<file path="config.mk">
export PLATFORM = sky130hd
export DESIGN_NAME = mcu_exec_subset
export DESIGN_NICKNAME = d
export VERILOG_FILES = /design/src/hdl/exec_pkg.sv /design/src/hdl/ram_port_if.sv /design/src/hdl/mcu_exec_subset.sv /design/src/hdl/data_ram.sv
export VERILOG_INCLUDE_DIRS = /design/src /design/src/hdl
export SDC_FILE = /design/constraint.sdc
export NUM_CORES = 2
export LEC_CHECK = 0
export BUFFER_PORTS_ARGS = -buffer_cell sky130_fd_sc_hd__buf_2
export CORE_MARGIN = 1
export CORE_UTILIZATION = 30
export CTS_CLUSTER_DIAMETER = 100
export DETAILED_ROUTE_END_ITERATION = 7
export PLACE_DENSITY = 0.52
export SYNTH_ARGS = -nofsm -noshare
export SYNTH_HDL_FRONTEND = slang
export SYNTH_SLANG_ARGS = --single-unit
export TNS_END_PERCENT = 100
</file>
<file path="constraint.sdc">
create_clock -name ref_clk -period 33.4 [get_ports ref_clk]
set_clock_uncertainty 0.15 [all_clocks]
set_input_delay 6.68 -clock ref_clk [delete_from_list [all_inputs] [get_ports ref_clk]]
set_output_delay 6.68 -clock ref_clk [all_outputs]
set_load 0.03 [all_outputs]
</file>
<file path="src/hdl/exec_defs.svh">
// Constants for the instruction execution subset block.
// Assumes inclusion by bare name from the package and the top module.
`ifndef EXEC_DEFS_SVH
`define EXEC_DEFS_SVH

// Register byte addresses on the Avalon slave
`define OFS_CMD        6'h00
`define OFS_WORK       6'h04
`define OFS_FLAGS      6'h08
`define OFS_PC         6'h0C
`define OFS_WDT        6'h10
`define OFS_STATE      6'h14
`define OFS_MADDR      6'h18
`define OFS_MDATA      6'h1C

// Command word fields
`define CMD_OP_LSB     0
`define CMD_OP_MSB     4
`define CMD_ADDR_LSB   8
`define CMD_ADDR_MSB   15
`define CMD_BIT_LSB    16
`define CMD_BIT_MSB    18
`define CMD_TGT_LSB    19
`define CMD_TGT_MSB    31

// Flag register bit positions
`define FLG_C          0
`define FLG_AC         1
`define FLG_Z          2
`define FLG_OV         3
`define FLG_PDF        4
`define FLG_TO         5

// State register bit positions
`define ST_BUSY        0
`define ST_HALT        1
`define ST_ARM1        2
`define ST_ARM2        3
`define ST_WAKE        1

// Reset values
`define RST_BYTE       8'h00
`define RST_PC         13'h0000

// Data memory
`define RAM_DEPTH      224
`define PCL_ADDR       8'h06

// Timing in system clocks and machine cycles; decimal adjust limit and step
`define MACHINE_CLKS   4
`define MC_LAST_PHASE  2'h3
`define CYC_SINGLE     2'h1
`define CYC_DOUBLE     2'h2
`define BCD_LIMIT      4'h9
`define BCD_STEP       4'h6

`endif

</file>
<file path="src/hdl/exec_pkg.sv">
// Types for the instruction execution subset block.
// Assumes exec_defs.svh is on the include path.
`default_nettype none
package exec_pkg;
  `include "exec_defs.svh"

  typedef enum logic [4:0] {
    OP_NOP           = 5'h00,
    OP_GUARD_CLEAR   = 5'h01,
    OP_PRE_FIRST     = 5'h02,
    OP_PRE_SECOND    = 5'h03,
    OP_INVERT        = 5'h04,
    OP_INVERT_WORK   = 5'h05,
    OP_BCD_FIX       = 5'h06,
    OP_PLUS_ONE      = 5'h07,
    OP_PLUS_ONE_WORK = 5'h08,
    OP_MINUS_ONE     = 5'h09,
    OP_MINUS_ONE_WK  = 5'h0A,
    OP_BRANCH_ABS    = 5'h0B,
    OP_POWER_DOWN    = 5'h0C,
    OP_BIT_CLEAR     = 5'h0D
  } opcode_e;

  typedef enum logic [1:0] {
    BUS_IDLE = 2'h0,
    BUS_WAIT = 2'h1,
    BUS_ACK  = 2'h2
  } bus_state_e;

  typedef enum logic [1:0] {
    EX_IDLE  = 2'h0,
    EX_FETCH = 2'h1,
    EX_EXEC  = 2'h2,
    EX_WAIT  = 2'h3
  } ex_state_e;
endpackage
`default_nettype wire

</file>
<file path="src/hdl/ram_port_if.sv">
// Single-port data memory connection between the core and its RAM.
// Assumes one clock shared by both ends.
`default_nettype none
interface ram_port_if;
  logic [7:0] addr;
  logic       we;
  logic [7:0] wdata;
  logic [7:0] rdata;
  modport ctrl (output addr, output we, output wdata, input rdata);
  modport mem  (input addr, input we, input wdata, output rdata);
endinterface
`default_nettype wire

</file>
<file path="src/hdl/mcu_exec_subset.sv">
// Execution unit for the watchdog, complement, decimal adjust, step, jump and power-down instructions.
// Assumes an Avalon-MM master on ref_clk; instructions are posted through the command register.
//
// Local design decisions: the Avalon-MM register port and the register offsets.
`default_nettype none
`include "exec_defs.svh"

module mcu_exec_subset
  import exec_pkg::*;
(
  input  wire logic        ref_clk,
  input  wire logic        rst_b,
  input  wire logic [5:0]  avs_address,
  input  wire logic        avs_read,
  input  wire logic        avs_write,
  input  wire logic [31:0] avs_writedata,
  input  wire logic [3:0]  avs_byteenable,
  output logic      [31:0] avs_readdata,
  output logic             avs_waitrequest,
  output logic             power_down
);

  ////////////////////////////////////////////////////////////////////////////
  // Helpers
  function automatic logic [31:0] be_merge(input logic [31:0] old_v, input logic [31:0] new_v,
                                           input logic [3:0] be);
    logic [31:0] r;
    r = old_v;
    for (int i = 0; i < 4; i++) begin
      if (be[i]) begin
        r[i*8 +: 8] = new_v[i*8 +: 8];
      end
    end
    return r;
  endfunction

  function automatic logic [8:0] bcd_fix(input logic [7:0] v, input logic ac, input logic c);
    logic [4:0] lo;
    logic [4:0] hi;
    logic       c_out;
    lo = {1'b0, v[3:0]};
    if ((v[3:0] > `BCD_LIMIT) || ac) begin
      lo = lo + {1'b0, `BCD_STEP};
    end
    hi = {1'b0, v[7:4]} + {4'h0, lo[4]};
    if ((hi > {1'b0, `BCD_LIMIT}) || c) begin
      hi = hi + {1'b0, `BCD_STEP};
    end
    c_out = c | hi[4];
    return {c_out, hi[3:0], lo[3:0]};
  endfunction

  ////////////////////////////////////////////////////////////////////////////
  // State
  bus_state_e  bus_state_reg, bus_state_next;
  logic [31:0] rdata_reg, rdata_next;
  logic        wait_reg, wait_next;

  ex_state_e   ex_state_reg, ex_state_next;
  opcode_e     op_reg, op_next;
  logic [7:0]  addr_reg, addr_next;
  logic [2:0]  bit_reg, bit_next;
  logic [12:0] tgt_reg, tgt_next;
  logic [1:0]  cnt_reg, cnt_next;
  logic [7:0]  work_reg, work_next;
  logic [12:0] pc_reg, pc_next;
  logic        c_reg, c_next, ac_reg, ac_next, z_reg, z_next, ov_reg, ov_next;
  logic        pdf_reg, pdf_next, to_reg, to_next;
  logic        arm1_reg, arm1_next, arm2_reg, arm2_next;
  logic        halt_reg, halt_next;
  logic [7:0]  maddr_reg, maddr_next;

  logic [1:0]  phase_reg, phase_next;
  logic [7:0]  presc_reg, presc_next;
  logic [7:0]  wdt_reg, wdt_next;

  logic        mc_en;
  logic        wdt_clear;
  logic        wdt_overflow;
  logic        bus_wr;
  logic [31:0] flags_word;
  logic [31:0] state_word;

  ram_port_if  ram_port ();

  data_ram u_ram (
    .ref_clk (ref_clk),
    .port    (ram_port)
  );

  assign mc_en        = (phase_reg == `MC_LAST_PHASE) && !halt_reg;
  assign wdt_overflow = mc_en && (presc_reg == 8'hFF) && (wdt_reg == 8'hFF);
  assign bus_wr       = (bus_state_reg == BUS_ACK) && avs_write;
  assign flags_word   = {26'h0, to_reg, pdf_reg, ov_reg, z_reg, ac_reg, c_reg};
  assign state_word   = {28'h0, arm2_reg, arm1_reg, halt_reg, (ex_state_reg != EX_IDLE)};

  assign avs_readdata    = rdata_reg;
  assign avs_waitrequest = wait_reg;
  assign power_down      = halt_reg;

  ////////////////////////////////////////////////////////////////////////////
  // Avalon slave
  always_comb begin
    bus_state_next = bus_state_reg;
    rdata_next     = rdata_reg;
    wait_next      = 1'b1;
    case (bus_state_reg)
      BUS_IDLE: begin
        if ((avs_read || avs_write) && (ex_state_reg == EX_IDLE)) begin
          bus_state_next = BUS_WAIT;
        end
      end
      BUS_WAIT: begin
        bus_state_next = BUS_ACK;
        wait_next      = 1'b0;
        rdata_next     = 32'h0000_0000;
        case (avs_address)
          `OFS_WORK:  rdata_next = {24'h0, work_reg};
          `OFS_FLAGS: rdata_next = flags_word;
          `OFS_PC:    rdata_next = {19'h0, pc_reg};
          `OFS_WDT:   rdata_next = {24'h0, wdt_reg};
          `OFS_STATE: rdata_next = state_word;
          `OFS_MADDR: rdata_next = {24'h0, maddr_reg};
          `OFS_MDATA: rdata_next = {24'h0, ram_port.rdata};
          default:    rdata_next = 32'h0000_0000;
        endcase
      end
      BUS_ACK: begin
        bus_state_next = BUS_IDLE;
      end
      default: begin
        bus_state_next = BUS_IDLE;
      end
    endcase
  end

  always_ff @(posedge ref_clk or negedge rst_b) begin
    if (!rst_b) begin
      bus_state_reg <= BUS_IDLE;
      rdata_reg     <= 32'h0000_0000;
      wait_reg      <= 1'b1;
    end else begin
      bus_state_reg <= bus_state_next;
      rdata_reg     <= rdata_next;
      wait_reg      <= wait_next;
    end
  end

  ////////////////////////////////////////////////////////////////////////////
  // Machine cycle divider and watchdog
  always_comb begin
    phase_next = phase_reg + 2'h1;
    presc_next = presc_reg;
    wdt_next   = wdt_reg;
    if (mc_en) begin
      presc_next = presc_reg + 8'h01;
      if (presc_reg == 8'hFF) begin
        wdt_next = wdt_reg + 8'h01;
      end
    end
    if (halt_reg) begin
      phase_next = phase_reg;
    end
    if (wdt_clear) begin
      wdt_next   = 8'h00;
      presc_next = 8'h00;
    end
  end

  always_ff @(posedge ref_clk or negedge rst_b) begin
    if (!rst_b) begin
      phase_reg <= 2'h0;
      presc_reg <= `RST_BYTE;
      wdt_reg   <= `RST_BYTE;
    end else begin
      phase_reg <= phase_next;
      presc_reg <= presc_next;
      wdt_reg   <= wdt_next;
    end
  end

  ////////////////////////////////////////////////////////////////////////////
  // Instruction execution and register writes
  always_comb begin
    logic [7:0]  operand;
    logic [7:0]  res;
    logic        mem_wr;
    logic [1:0]  cycles;
    logic [8:0]  daa;
    logic [31:0] wv;
    operand        = (addr_reg == `PCL_ADDR) ? pc_reg[7:0] : ram_port.rdata;
    res            = 8'h00;
    mem_wr         = 1'b0;
    cycles         = `CYC_SINGLE;
    daa            = bcd_fix(work_reg, ac_reg, c_reg);
    wv             = 32'h0000_0000;
    ex_state_next  = ex_state_reg;
    op_next        = op_reg;
    addr_next      = addr_reg;
    bit_next       = bit_reg;
    tgt_next       = tgt_reg;
    cnt_next       = cnt_reg;
    work_next      = work_reg;
    pc_next        = pc_reg;
    c_next         = c_reg;
    ac_next        = ac_reg;
    z_next         = z_reg;
    ov_next        = ov_reg;
    pdf_next       = pdf_reg;
    to_next        = to_reg;
    arm1_next      = arm1_reg;
    arm2_next      = arm2_reg;
    halt_next      = halt_reg;
    maddr_next     = maddr_reg;
    wdt_clear      = 1'b0;
    ram_port.addr  = (ex_state_reg == EX_IDLE) ? maddr_reg : addr_reg;
    ram_port.we    = 1'b0;
    ram_port.wdata = 8'h00;
    case (ex_state_reg)
      EX_IDLE: begin
        if (bus_wr) begin
          case (avs_address)
            `OFS_CMD: begin
              if (!halt_reg) begin
                op_next       = opcode_e'(avs_writedata[`CMD_OP_MSB:`CMD_OP_LSB]);
                addr_next     = avs_writedata[`CMD_ADDR_MSB:`CMD_ADDR_LSB];
                bit_next      = avs_writedata[`CMD_BIT_MSB:`CMD_BIT_LSB];
                tgt_next      = avs_writedata[`CMD_TGT_MSB:`CMD_TGT_LSB];
                ex_state_next = EX_FETCH;
              end
            end
            `OFS_WORK: begin
              wv        = be_merge({24'h0, work_reg}, avs_writedata, avs_byteenable);
              work_next = wv[7:0];
            end
            `OFS_FLAGS: begin
              wv      = be_merge(flags_word, avs_writedata, avs_byteenable);
              c_next  = wv[`FLG_C];
              ac_next = wv[`FLG_AC];
              z_next  = wv[`FLG_Z];
              ov_next = wv[`FLG_OV];
            end
            `OFS_PC: begin
              wv      = be_merge({19'h0, pc_reg}, avs_writedata, avs_byteenable);
              pc_next = wv[12:0];
            end
            `OFS_STATE: begin
              if (avs_byteenable[0] && avs_writedata[`ST_WAKE]) begin
                halt_next = 1'b0;
              end
            end
            `OFS_MADDR: begin
              wv         = be_merge({24'h0, maddr_reg}, avs_writedata, avs_byteenable);
              maddr_next = wv[7:0];
            end
            `OFS_MDATA: begin
              ram_port.we    = avs_byteenable[0];
              ram_port.wdata = avs_writedata[7:0];
            end
            default: begin
              wv = 32'h0000_0000;
            end
          endcase
        end
      end
      EX_FETCH: begin
        ex_state_next = EX_EXEC;
      end
      EX_EXEC: begin
        pc_next   = pc_reg + 13'h0001;
        arm1_next = 1'b0;
        arm2_next = 1'b0;
        case (op_reg)
          OP_GUARD_CLEAR: begin
            wdt_clear = 1'b1;
            pdf_next  = 1'b0;
            to_next   = 1'b0;
          end
          OP_PRE_FIRST: begin
            if (arm2_reg) begin
              wdt_clear = 1'b1;
              pdf_next  = 1'b0;
              to_next   = 1'b0;
            end else begin
              arm1_next = 1'b1;
            end
          end
          OP_PRE_SECOND: begin
            if (arm1_reg) begin
              wdt_clear = 1'b1;
              pdf_next  = 1'b0;
              to_next   = 1'b0;
            end else begin
              arm2_next = 1'b1;
            end
          end
          OP_INVERT: begin
            res    = ~operand;
            mem_wr = 1'b1;
            z_next = (res == 8'h00);
          end
          OP_INVERT_WORK: begin
            work_next = ~operand;
            z_next    = (operand == 8'hFF);
          end
          OP_BCD_FIX: begin
            res    = daa[7:0];
            mem_wr = 1'b1;
            c_next = daa[8];
          end
          OP_PLUS_ONE: begin
            res    = operand + 8'h01;
            mem_wr = 1'b1;
            z_next = (res == 8'h00);
          end
          OP_PLUS_ONE_WORK: begin
            work_next = operand + 8'h01;
            z_next    = (operand == 8'hFF);
          end
          OP_MINUS_ONE: begin
            res    = operand - 8'h01;
            mem_wr = 1'b1;
            z_next = (res == 8'h00);
          end
          OP_MINUS_ONE_WK: begin
            work_next = operand - 8'h01;
            z_next    = (operand == 8'h01);
          end
          OP_BRANCH_ABS: begin
            pc_next = tgt_reg;
            cycles  = `CYC_DOUBLE;
          end
          OP_POWER_DOWN: begin
            halt_next = 1'b1;
            wdt_clear = 1'b1;
            pdf_next  = 1'b1;
            to_next   = 1'b0;
          end
          OP_BIT_CLEAR: begin
            res    = operand & ~(8'h01 << bit_reg);
            mem_wr = 1'b1;
          end
          default: begin
            res = 8'h00;
          end
        endcase
        if (mem_wr && (addr_reg == `PCL_ADDR)) begin
          pc_next = {pc_reg[12:8], res};
          cycles  = cycles + 2'h1;
        end else begin
          ram_port.we    = mem_wr;
          ram_port.wdata = res;
        end
        cnt_next      = cycles;
        ex_state_next = EX_WAIT;
      end
      EX_WAIT: begin
        if (mc_en || halt_reg) begin
          cnt_next = cnt_reg - 2'h1;
          if ((cnt_reg == 2'h1) || halt_reg) begin
            ex_state_next = EX_IDLE;
          end
        end
      end
      default: begin
        ex_state_next = EX_IDLE;
      end
    endcase
    if (wdt_overflow) begin
      to_next = 1'b1;
    end
  end

  always_ff @(posedge ref_clk or negedge rst_b) begin
    if (!rst_b) begin
      ex_state_reg <= EX_IDLE;
      op_reg       <= OP_NOP;
      addr_reg     <= `RST_BYTE;
      bit_reg      <= 3'h0;
      tgt_reg      <= `RST_PC;
      cnt_reg      <= 2'h0;
      work_reg     <= `RST_BYTE;
      pc_reg       <= `RST_PC;
      c_reg        <= 1'b0;
      ac_reg       <= 1'b0;
      z_reg        <= 1'b0;
      ov_reg       <= 1'b0;
      pdf_reg      <= 1'b0;
      to_reg       <= 1'b0;
      arm1_reg     <= 1'b0;
      arm2_reg     <= 1'b0;
      halt_reg     <= 1'b0;
      maddr_reg    <= `RST_BYTE;
    end else begin
      ex_state_reg <= ex_state_next;
      op_reg       <= op_next;
      addr_reg     <= addr_next;
      bit_reg      <= bit_next;
      tgt_reg      <= tgt_next;
      cnt_reg      <= cnt_next;
      work_reg     <= work_next;
      pc_reg       <= pc_next;
      c_reg        <= c_next;
      ac_reg       <= ac_next;
      z_reg        <= z_next;
      ov_reg       <= ov_next;
      pdf_reg      <= pdf_next;
      to_reg       <= to_next;
      arm1_reg     <= arm1_next;
      arm2_reg     <= arm2_next;
      halt_reg     <= halt_next;
      maddr_reg    <= maddr_next;
    end
  end

endmodule
`default_nettype wire

</file>
<file path="src/hdl/data_ram.sv">
// Data memory with registered read data.
// Assumes addresses beyond the depth are never used for stored data.
`default_nettype none
`include "exec_defs.svh"
module data_ram
  import exec_pkg::*;
(
  input  wire logic ref_clk,
  ram_port_if.mem   port
);
  logic [7:0] mem_array [`RAM_DEPTH];
  logic [7:0] rdata_reg;
  logic       in_range;

  assign in_range   = (port.addr < 8'(`RAM_DEPTH));
  assign port.rdata = rdata_reg;

  always_ff @(posedge ref_clk) begin
    if (port.we && in_range) begin
      mem_array[port.addr] <= port.wdata;
    end
    rdata_reg <= in_range ? mem_array[port.addr] : 8'h00;
  end
endmodule
`default_nettype wire

</file>
==> flow_summary_export.csv <==
group,metric,value,unit
worst_setup_path,path_class,"in -> reg",
job,maxCapViolations,0,
detailed_routing,vias_per_cell,5.32,
finish,fill_cells,24200,
grt,overflow,0,
yosys,ys_warn_count,0,
finish,finalInstanceArea,87700,um^2
detailed_routing,wl,228000,um
finish,drive_gt1_frac,0.178,
finish,ff_latch_area,56600,um^2
clocking,cts_buffer_depth,3,
yosys,netlist_area,77300,um^2
yosys,synth_seq_cells,1905,
pwr,power_frac_seq,0.493,
floorplan,core_area,255000,um^2
min_path,whs_path_depth,1,
pwr,p_leak,23.8,nW
worst_setup_path,critPathBufInv,2,
floorplan,num_io_pins,80,
clocking,clk_pin_slew,60,ps
pwr,p_per_area,61.1,nW/um^2
pwr,p_sw,1.32,mW
grt,antenna_found_initial,10,
place,placedInstanceArea,81300,um^2
detailed_routing,detail_route.iter0.violations,5064,
clocking,cts_setup_buffers,0,
floorplan,dieHeight,510,um
timing,fin_crit_sh,0.327,
detailed_routing,vias,43600,
clocking,cts_buffers,198,
clocking,root_buffer,"clkbuf_16",
finish,largest_reg_flops,1792,
finish,multi_input_area,19200,um^2
floorplan,rows,185,
yosys,ys_types,91,
worst_setup_path,cp_cell_sequence,"buf_2 > or4b_1 > nor4_4 > a21oi_1 > buf_4 > nor2_1 > nand3_1 > nor2_1",
clocking,clock_latency,850,ps
floorplan,die_w,510,um
yosys,synth_top_family_by_area,"multiplexers",
pwr,power,5.36,mW
detailed_routing,first_pass_iters,6,
yosys,synth_compound_area_frac,0.0532,
grt,grt_max_degree,203,
yosys,synth_fa_ha_area_frac,0.00291,
clocking,cts_tree,"done",
place,dp.cells,7822,
worst_setup_path,cp_slowest_cell,"nor2_1",
clocking,cts_resized,0,
worst_setup_path,path_common_cell,"nor2_1",
worst_setup_path,crit_path_start_kind,"primary input",
yosys,ys.flop_type,"edfxtp_1",
detailed_routing,drc,0,
pwr,combPwrFrac,0.092,
clocking,cts_num_sinks,1905,
min_path,hp-start,"phase_reg[0]",
place,place_congestion,0.876,
min_path,hp-class,"reg -> reg",
worst_setup_path,ff2ff_path_depth,14,
yosys,synth_xor_area_frac,0.00499,
timing,hold_slack,317,ps
finish,largest-register,"u_ram.mem_array",
detailed_routing,final_antenna_net_count,0,
floorplan,die-area,260000,um^2
clocking,hold_buffers,0,
yosys,yosysSeqAreaShare,0.732,
pwr,power.share.clock,0.415,
worst_setup_path,worstSetupPathDepth,8,
worst_setup_path,crit_path_max_incr_delay,990,ps
worst_setup_path,critPathTopFamily,"simple AND/OR/NAND/NOR gates",
yosys,yosys.area_share.simple,0.0712,
timing,rsz0062_at_grt,"false",
worst_setup_path,critPathArrivalTime,11250,ps
timing,fin_crit,10940,ps
grt,grt_first_pass_wirelength,323000,um
timing,worst_pin_slew,1240,ps
pwr,internal_power,4.04,mW
timing,maxSlewHeadroom,0.173,
detailed_routing,avgRoutedWirePerCell,27.9,um
worst_setup_path,rr_startpoint,"ex_state_reg[0]",
floorplan,initial_core_util,0.303,
worst_setup_path,worstSetupEndpointType,"register",
finish,stdcell_count,8189,
finish,finalCoreUtilization,0.344,
yosys,muxShareOfSynthArea,0.112,
pwr,switching_share,0.246,
finish,area_growth,13.5,%
timing,fin_tns_setup,0,ps
timing,worst_slack,22460,ps
yosys,synth-edff-count,1792,
worst_setup_path,reg2reg_slack,25940,ps
place,io_buffers,58,
timing,finalSetupViolCount,0,
yosys,synth_cells,4583,
status,status,"completed",
yosys,ys_async_sr_fraction,0.0551,
yosys,syn_area_per_cell,16.9,um^2
place,dpl.hpwl,135000,um
worst_setup_path,r2r_end,"u_ram.port.rdata[6]",
clocking,htreeDepth,4,
grt,grt_pass1_vias,42500,
pwr,peakVddDrop,0.0000419,V
timing,maxSlewViolCount,0,
grt,track_usage,0.173,
timing,hold_viol_final,0,
place,dp_slack,21670,ps
timing,max_freq,91.4,MHz
worst_setup_path,path_max_fanout,16,
worst_setup_path,required,33710,ps
min_path,min_to,"phase_reg[0]",
finish,layout.nets,4720,
-- worst reg2reg max path: stages (launching register included) --
cell and delay (ps):
dfrtp_1 390, inv_1 90, ha_2 160, buf_4 570, mux2_8 760, buf_12 580, buf_4 850, buf_4 710
mux4_2 680, a22o_1 260, a221oi_1 920, o21ai_0 250, a31oi_1 290, o21a_1 170, a41oi_1 330
-- area by class of cell --
| type | instances | area share |
|---|---|---|
| Clock inverter | 120 | 0.0141 |
| Sequential cell | 1905 | 0.645 |
| Multi-Input combinational cell | 2365 | 0.219 |
| Timing Repair Buffer | 158 | 0.0130 |
| Clock buffer | 243 | 0.0594 |
| Antenna cell | 4 | 0.000114 |
| Inverter | 28 | 0.00120 |
| Tap cell | 3366 | 0.0480 |
-- power by group through the flow --
stage	Clock [mW]	Combinational, mW	Sequential [mW]
6_report	2.22	0.491	2.64
4_1_cts	2.26	0.483	2.64
5_1_grt	2.35	0.516	2.64
2_1_floorplan	0	0.297	2.67
3_3_place_gp	0	0.477	2.69
3_5_place_dp	0	0.481	2.69
-- logic make-up (layout without fill, tap and decap cells) --
| family | after synthesis | in the layout |
|---|---|---|
| AOI/OAI and AO/OA | 566 | 566 |
| buffers and inverters | 331 | 549 |
| and+or+nand+nor | 1270 | 1270 |
| other | 1 | 23 |
| muxes | 448 | 448 |
| DFF | 1905 | 1905 |
| xor gates and xnor gates | 44 | 44 |
| adders and majority gates | 18 | 18 |
-- synthesized netlist by cell type (10+ instances only) --
cell type | count | area, um^2
a21oi_1 | 120 | 601
a221oi_1 | 34 | 298
edfxtp_1 | 1792 | 53800
o22ai_1 | 17 | 106
nor2_1 | 310 | 1160
buf_4 | 43 | 323
mux2_2 | 44 | 495
nand3_1 | 214 | 1070
clkbuf_1 | 106 | 398
nand4_1 | 20 | 125
nor4_1 | 10 | 62.6
ha_1 | 18 | 225
buf_1 | 20 | 75.1
nor3_1 | 24 | 120
mux4_2 | 326 | 7340
o31ai_1 | 10 | 75.1
and3_1 | 41 | 257
o21ai_0 | 64 | 320
buf_6 | 27 | 304
a22oi_1 | 57 | 428
nand2_1 | 582 | 2180
buf_2 | 99 | 495
nand2b_1 | 14 | 87.6
a211oi_1 | 21 | 158
inv_1 | 25 | 93.8
o211ai_1 | 11 | 82.6
xor2_1 | 20 | 175
dfrtp_1 | 104 | 2600
a22o_1 | 22 | 193
xnor2_1 | 24 | 210
a311oi_1 | 48 | 420
a222oi_1 | 43 | 430
a31oi_1 | 31 | 194
mux2i_1 | 75 | 751
-- per-layer routing --
layer | part of all wire | track usage | up-vias
li1 | - | - | 18300
met1 | 0.42 | 0.241 | 22900
met2 | 0.46 | 0.270 | 2014
met3 | 0.090 | 0.0389 | 339
met4 | 0.028 | 0.0525 | 4
met5 | 0.00017 | 0 | -
-- cells in the final DEF (no fill, tap or decap), drive strengths merged, types with 40 or more instances in the layout --
cell type  count
nand3        215
a22oi         57
o21ai         73
dfrtp        104
a311oi        48
a21oi        121
mux4         326
clkinv        86
nand2        583
buf          158
edfxtp      1792
a221oi        40
clkbuf       243
nor2         310
a222oi        43
mux2          46
mux2i         76
and3          41
-- worst max-delay path by stage --
stage                               from                       to  slack (ps)
final                     avs_address[1]  u_ram.mem_array[106][2]       22460
after global routing      avs_address[4]  u_ram.mem_array[118][2]       22320
after CTS                 avs_address[1]  u_ram.mem_array[118][3]       22560
after detailed placement  avs_address[1]  u_ram.mem_array[118][5]       21670
after global placement    avs_address[1]  u_ram.mem_array[118][5]       21730
after floorplan           avs_address[3]    u_ram.mem_array[0][2]       19390
(Power assumes the default switching activity.)
